$ cat src/lpd_params.svh
// Constant definitions for the panel drive timing block.
`ifndef LPD_PARAMS_SVH
`define LPD_PARAMS_SVH

// Strap codes selecting the column shift clock ratio.
`define LPD_STRAP_DIV4 2'h0
`define LPD_STRAP_DIV8 2'h1
`define LPD_STRAP_DIV16 2'h2
`define LPD_STRAP_RSVD 2'h3

// Half periods of the column shift clock in system clocks.
`define LPD_HALF_DIV4 4'h2
`define LPD_HALF_DIV8 4'h4
`define LPD_HALF_DIV16 4'h8

// Shift pulses served by one column driver before the enable moves on.
`define LPD_ENABLE_GROUP 16

// Default panel geometry: nibbles per line and lines per frame.
`define LPD_COLS_DEFAULT 80
`define LPD_LINES_DEFAULT 240

// Reset values of the panel outputs.
`define LPD_RST_DATA 4'h0
`define LPD_RST_LEVEL 1'b0
`define LPD_RST_DISABLE_N 1'b0
`define LPD_RST_BIAS_PERIOD 8'h01

`endif

$ cat src/lpd_pkg.sv
// Types shared by the panel drive timing block.
package lpd_pkg;

  typedef enum logic [1:0] {
    LPD_ST_START,
    LPD_ST_SHIFT,
    LPD_ST_LATCH
  } lpd_state_type;

  typedef struct packed {
    logic [3:0] column_data_out;
    logic column_shift_clock;
    logic column_enable_chain_clock;
    logic line_latch_pulse;
    logic backplane_bias_toggle;
    logic row_shift_clock;
    logic frame_row_pulse;
    logic row_drive_disable_n;
  } lpd_panel_type;

  typedef struct packed {
    logic power_save;
    logic [7:0] bias_period;
  } lpd_config_type;

endpackage : lpd_pkg

$ cat src/lpd_panel_timing.sv
// Drive timing generator for a passive matrix panel with cascaded column and row drivers.
//
// Function
// Reset returns all internal state to defaults.
// Reset drives every output inactive.
// Column data leaves on a 4-bit bus.
// Data is stable at each shift falling edge.
// Shift clock idles from latch to next line.
// Enable chain falls after every 16 shifts.
// Latch pulse follows a fully shifted line.
// One latch pulse per line, doubles row clock.
// Bias toggles at the configured line period.
// Row clock falling edge captures frame pulse.
// Frame pulse high during last line.
// Row drivers pass the frame pulse along.
// Disable stays high while display drives.
// Power save lowers disable within two frames.
// Disable is low during reset.
// Scan and test inputs are held low.
// Strap selects shift ratio 4, 8 or 16.
// Enable cascade restarts at each line start.
`timescale 1ns/1ps
`include "lpd_params.svh"

module lpd_panel_timing #(
  parameter int COLS = `LPD_COLS_DEFAULT,
  parameter int LINES = `LPD_LINES_DEFAULT
) (
  input wire logic clk,
  input wire logic rst_n,
  input wire logic clk_en,
  input wire logic [1:0] strap_config,
  input wire logic scan_test_enable_in,
  input wire logic test_mode_enable_in,
  input wire lpd_pkg::lpd_config_type config_in,
  input wire logic [3:0] pixel_nibble,
  output logic pixel_take,
  output lpd_pkg::lpd_panel_type panel
);
  import lpd_pkg::*;

  // The reserved scan and test pins are expected tied low and are not read.


  // Counter widths leave room for the count one past the last column and line.
  localparam int CW = $clog2(COLS + 1);
  localparam int LW = $clog2(LINES + 1);

  function automatic logic [3:0] half_count(input logic [1:0] code);
    case (code)
      `LPD_STRAP_DIV4: half_count = `LPD_HALF_DIV4;
      `LPD_STRAP_DIV8: half_count = `LPD_HALF_DIV8;
      `LPD_STRAP_DIV16: half_count = `LPD_HALF_DIV16;
      // The reserved code runs at the slowest ratio, the safest guess for an unknown panel.
      default: half_count = `LPD_HALF_DIV16;
    endcase
  endfunction : half_count

  // Straps come from pins, so they pass two flip-flops first.
  logic [1:0] strap_meta_q;
  logic [1:0] strap_sync_q;

  lpd_state_type state_q, state_d;
  logic [3:0] div_q, div_d;
  logic half_b_q, half_b_d;
  logic [CW-1:0] col_q, col_d;
  logic [LW-1:0] line_q, line_d;
  logic [7:0] bias_cnt_q, bias_cnt_d;
  logic [1:0] save_frames_q, save_frames_d;
  lpd_panel_type panel_q, panel_d;
  logic take_q, take_d;

  logic [3:0] half_len;
  logic half_end;
  logic last_line;
  logic [7:0] bias_limit;
  logic group_end;
  logic col_last;

  always_ff @(posedge clk) begin
    if (!rst_n) begin
      strap_meta_q <= `LPD_STRAP_DIV4;
      strap_sync_q <= `LPD_STRAP_DIV4;
    end else if (clk_en) begin
      strap_meta_q <= strap_config;
      strap_sync_q <= strap_meta_q;
    end
  end

  // Every step of the line sequence below happens at the end of a shift half period.
  always_comb begin
    half_len = half_count(strap_sync_q);
    // A strap change to a faster ratio ends the running half period at once.
    // Without this the divider would wrap through its whole range and stretch one half period.
    half_end = (div_q >= half_len - 4'h1);
    last_line = (line_q == LW'(LINES - 1));
    bias_limit = (config_in.bias_period == 8'h00) ? 8'h01 : config_in.bias_period;
    group_end = ((col_q % CW'(`LPD_ENABLE_GROUP)) == CW'(`LPD_ENABLE_GROUP - 1));
    col_last = (col_q == CW'(COLS - 1));

    state_d = state_q;
    div_d = half_end ? 4'h0 : div_q + 4'h1;
    half_b_d = half_end ? ~half_b_q : half_b_q;
    col_d = col_q;
    line_d = line_q;
    bias_cnt_d = bias_cnt_q;
    save_frames_d = save_frames_q;
    panel_d = panel_q;
    take_d = 1'b0;

    if (half_end) begin
      case (state_q)
        LPD_ST_START: begin
          // The enable cascade is reloaded before the first nibble of every line.
          if (!half_b_q) begin
            panel_d.column_enable_chain_clock = 1'b1;
            panel_d.frame_row_pulse = last_line;
          end else begin
            panel_d.column_enable_chain_clock = 1'b0;
            state_d = LPD_ST_SHIFT;
            col_d = '0;
          end
        end
        LPD_ST_SHIFT: begin
          if (!half_b_q) begin
            // Data changes only while the shift clock is high, a half period before its fall.
            panel_d.column_data_out = pixel_nibble;
            panel_d.column_shift_clock = 1'b1;
            take_d = 1'b1;
            panel_d.column_enable_chain_clock = 1'b0;
          end else begin
            panel_d.column_shift_clock = 1'b0;
            panel_d.column_enable_chain_clock = group_end;
            if (col_last) begin
              state_d = LPD_ST_LATCH;
            end else begin
              col_d = col_q + CW'(1);
            end
          end
        end
        LPD_ST_LATCH: begin
          // The shift clock stays low here, which saves driver power between lines.
          panel_d.column_shift_clock = 1'b0;
          if (!half_b_q) begin
            panel_d.column_enable_chain_clock = 1'b0;
            panel_d.line_latch_pulse = 1'b1;
            panel_d.row_shift_clock = 1'b1;
          end else begin
            panel_d.line_latch_pulse = 1'b0;
            panel_d.row_shift_clock = 1'b0;
            state_d = LPD_ST_START;
            if (bias_cnt_q + 8'h01 >= bias_limit) begin
              bias_cnt_d = 8'h00;
              panel_d.backplane_bias_toggle = ~panel_q.backplane_bias_toggle;
            end else begin
              bias_cnt_d = bias_cnt_q + 8'h01;
            end
            if (last_line) begin
              line_d = '0;
              // The first frame end only arms the count, so blanking lands one to two frames on.
              if (config_in.power_save) begin
                if (save_frames_q != 2'h2) begin
                  save_frames_d = save_frames_q + 2'h1;
                end
                if (save_frames_q >= 2'h1) begin
                  panel_d.row_drive_disable_n = 1'b0;
                end
              end else begin
                save_frames_d = 2'h0;
                // Disable rises only at a frame end, so the row drivers never start mid-scan.
                panel_d.row_drive_disable_n = 1'b1;
              end
            end else begin
              line_d = line_q + LW'(1);
            end
          end
        end
        default: begin
          state_d = LPD_ST_START;
        end
      endcase
    end
  end

  always_ff @(posedge clk) begin
    if (!rst_n) begin
      state_q <= LPD_ST_START;
      div_q <= 4'h0;
      half_b_q <= 1'b0;
      col_q <= '0;
      line_q <= '0;
      bias_cnt_q <= 8'h00;
      save_frames_q <= 2'h0;
      take_q <= 1'b0;
      panel_q.column_data_out <= `LPD_RST_DATA;
      panel_q.column_shift_clock <= `LPD_RST_LEVEL;
      panel_q.column_enable_chain_clock <= `LPD_RST_LEVEL;
      panel_q.line_latch_pulse <= `LPD_RST_LEVEL;
      panel_q.backplane_bias_toggle <= `LPD_RST_LEVEL;
      panel_q.row_shift_clock <= `LPD_RST_LEVEL;
      panel_q.frame_row_pulse <= `LPD_RST_LEVEL;
      panel_q.row_drive_disable_n <= `LPD_RST_DISABLE_N;
    end else if (clk_en) begin
      state_q <= state_d;
      div_q <= div_d;
      half_b_q <= half_b_d;
      col_q <= col_d;
      line_q <= line_d;
      bias_cnt_q <= bias_cnt_d;
      save_frames_q <= save_frames_d;
      take_q <= take_d;
      panel_q <= panel_d;
    end
  end

  // The row drivers shift the frame pulse themselves on each row clock fall.

  assign panel = panel_q;
  // The enable masks the take pulse, so a frozen cycle never asks for a second nibble.
  assign pixel_take = take_q & clk_en;

endmodule : lpd_panel_timing

$ cat config.mk
export PLATFORM = sky130hd
export DESIGN_NAME = lpd_panel_timing
export DESIGN_NICKNAME = d
export VERILOG_FILES = /design/src/lpd_pkg.sv /design/src/lpd_panel_timing.sv
export VERILOG_INCLUDE_DIRS = /design/src
export SDC_FILE = /design/constraint.sdc
export NUM_CORES = 1
export LEC_CHECK = 0
export BUFFER_PORTS_ARGS = -buffer_cell sky130_fd_sc_hd__buf_2
export CAP_MARGIN = 20
export CORE_ASPECT_RATIO = 0.75
export CORE_UTILIZATION = 45
export CTS_CLUSTER_DIAMETER = 60
export DETAILED_ROUTE_END_ITERATION = 8
export PLACE_DENSITY = 0.69
export SETUP_SLACK_MARGIN = 0.15
export SYNTH_ARGS = -nofsm -noshare
export SYNTH_HDL_FRONTEND = slang
export SYNTH_SLANG_ARGS = --single-unit
$ cat constraint.sdc
create_clock -name clk -period 3.3 [get_ports clk]
set_clock_uncertainty 0.15 [all_clocks]
set_input_delay 0.495 -clock clk [delete_from_list [all_inputs] [get_ports clk]]
set_output_delay 0.495 -clock clk [all_outputs]
set_load 0.02 [all_outputs]
==> summary.md <==
| Metric | Value |
|---|---|
| CTS tree | built |
| # DRC | 0 |
| Critical-path cell list | or2_2 > ha_1 > xnor2_1 > ha_1 > nand3_1 > o22ai_1 > buf_4 > nor2b_1 > buf_4 > nand2_1 > o41ai_1 |
| Setup crit start kind | flop |
| Crit share post-route | 0.854 |
| Hold Fails Final Rpt | 0 |
| Root Driver | clkbuf_8 |
| Synth top area share | 0.366 |
| Clock slew at the register clock pins of the worst setup and hold paths | about 0.09 ns |
| Critical Path RT | around 3.4 ns |
| Post_cts resized | 0 |
| Minimum clock period | 2.82 ns |
| First-pass GRT wire length | 8380 µm |
| Row count | 23 |
| Die Y | 67.4 µm |
| Initial core utilization | 0.475 |
| Async set-reset flop share out of synthesis | 0 |
| Highest-delay cell along the critical path | dfxtp_1 |
| RSZ-0062 raised after global routing | false |
| Number of global-route vias before repair | 1,884 |
| Via/cell ratio | around 5.2 |
| Post-Syn Area per Cell | 8.31 µm² |
| Worst-skew pair later-pin latency | 0.31 ns |
| Synth cell types | between 40 and 50 |
| ANT nets after route | 0 |
| Vias | 2,146 |
| Leakage power | roughly 0.0012 µW |
| Total Routed Length | 5050 µm |
| Mapped Nets | 350 |
| Chip width | between 80 and 90 µm |
| CTS Buffer Depth | 2 |
| GRT Total Usage | 0.182 |
| Seq/Total Area, Yosys | 0.366 |
| # diodes | 0 |
| Synth-to-layout area growth | 11.7% |
| GRT overflow | 0 |
| CP arrival | 2.87 ns |
| Synth area leader | dfxtp_1 |
| Relative slew slack | 0.683 |
| Num ports | 32 |
| Maximum fanout along the worst path | 13 |
| Gpl congestion | ~0.76 |
| Commonest non-fill, non-tap cells in the layout | dfxtp_1 (47), nand2_1 (37), buf_2 (29) |
| Syn Std Cell Area | about 2600 µm² |
| Critical path class | flop to flop |
| Maximum vdd drop | about 0.17 mV |
| Total CTS buffers | 5 |
| Most common cell after layout, fill and taps aside | dfxtp_1 |
| Post-layout util | 0.530 |
| Maximum clock rate | 355 MHz |
| Synth area leaders | dfxtp_1 (37%), ha_1 (10%), nand2_1 (5.4%), nand3_1 (5.1%), xor2_1 (4.4%) |
| Initial DRC count | about 110 |
| Largest net degree at the start of global routing | 26 |
| Cells after Synth | 309 |
| Final setup violation count | 0 |
| Nets | between 300 and 400 |
| Clock Sinks | 47 |
| Post-CTS setup buffer count | 0 |
| Die footprint | approximately 6000 µm² |
| Fillers | 539 |
| Layout cells sized above 1 | 0.153 |
| Most used DFF post-synth | dfxtp_1 |
| Yosys warnings | 0 |
| Max Transition Viols Final | 0 |
| HP Class | input pin to flop |
| Max incr delay on CP | around 0.34 ns |
| Crit end category | flop |
| PortBufs | 29 |
| Least-Margin Pin Slew | between 0.4 and 0.5 ns |
| CORE AREA | about 5400 µm² |
| Initial antenna violation count | 0 |
| PwrDens | around 370 nW/µm² |
| # hold bufs at CTS | 0 |
| Drt wl/cell | around 12 µm |
| Outcome | finished clean |
| Setup TNS | 0 ns |
| Yosys reg bits | 47 |
| TritonRoute pass-1 iters | 4 |
| DPL Wire Length | 3650 µm |
| Max cap viols | 0 |
| Number of synthesized flops with an enable pin | 0 |
| H-tree levels | 2 |
## cell families after synthesis
kind of cell             count (synthesis)  synth area share
flip-flops                              47             0.366
buffers and inverters                   33            0.0541
adder cells (fa/ha/maj)                 21             0.102
multiplexers                             7            0.0273
AO/OA/AOI/OAI                           51             0.127
AND/OR/NAND/NOR                        131             0.258
XOR/XNOR                                19            0.0648
## cells in the mapped netlist, types with 2 or more instances
library cell	instances
nor2_1	25
inv_1	14
dfxtp_1	47
o41ai_1	3
ha_1	21
nand3b_1	4
a31oi_1	4
nand4b_1	3
nand2_1	37
nor3_1	3
o31ai_1	3
xnor2_1	6
and3_1	8
or2_2	3
nand3_1	26
nand2b_1	2
buf_2	6
clkbuf_1	9
and2_1	2
nor2b_1	2
o22ai_1	3
or3_1	2
buf_4	2
xor2_1	13
o211ai_1	2
nand4_1	8
a21oi_1	16
mux2i_1	7
o21ai_0	12
## report_power, final
group / switching, µW / internal [µW]
combinational: 58.7 / 46.8
sequential: 13.1 / 578
clock: 200 / 171
total: 272 / 796
## metrics by stage
step	hold slack [ns]	std cells	cell area, µm²	setup slack (ns)	total power [µW]
6_report	0.273	409	2870	0.482	1070
5_1_grt	0.272	409	2870	0.316	1120
4_1_cts	0.268	409	2870	0.473	1080
3_5_place_dp	0.298	401	2770	0.505	710
3_3_place_gp	0.290	401	2770	0.623	706
2_1_floorplan	0.289	309	2570	0.790	678
## routing by layer
layer	vias up	GRT usage	share of wire
li1	1133	-	-
met1	972	0.244	0.53
met2	36	0.285	0.41
met3	5	0.0403	0.045
met4	0	0.0694	0.0087
met5	-	0	0
## state kept, by name, indices dropped and copies added (netlist names)
register,count
panel,10
div_q,4
strap_sync_q,2
bias_cnt_q,8
half_b_q,1
line_q,8
col_q,7
take_q,1
save_frames_q,2
strap_meta_q,2
state_q,2
## critical path: cells and delay by family, from the launching register on
family          cells  cell delay, ns
compound gates      2            0.47
xor+xnor            1            0.12
fa+ha+maj           2            0.53
buf+inv             2            0.41
flops               1            0.34
simple gates        4            0.68
## path summary, 6_finish.rpt
check | startpoint | to | slack (ns) | cells after the start
worst max-delay path | strap_sync_q[1] | bias_cnt_q[5] | 0.48 | 11
worst max register to register | strap_sync_q[1] | bias_cnt_q[5] | 0.48 | 11
worst min register to register | panel[6] | panel[6] | 0.31 | 2
worst min-delay path | pixel_nibble[1] | panel[8] | 0.27 | 3
## cell type report
type / count / area, µm² / area share
sequential: 47 / 941 / 0.328
inverter: 15 / 56.3 / 0.0196
tap: 75 / 93.8 / 0.0327
clock inverter: 2 / 16.3 / 0.00567
timing repair buffer: 35 / 190 / 0.0663
multi-input combinational: 229 / 1490 / 0.519
clock buffer: 6 / 82.6 / 0.0288
No activity file was read; power rests on OpenSTA's default activity.
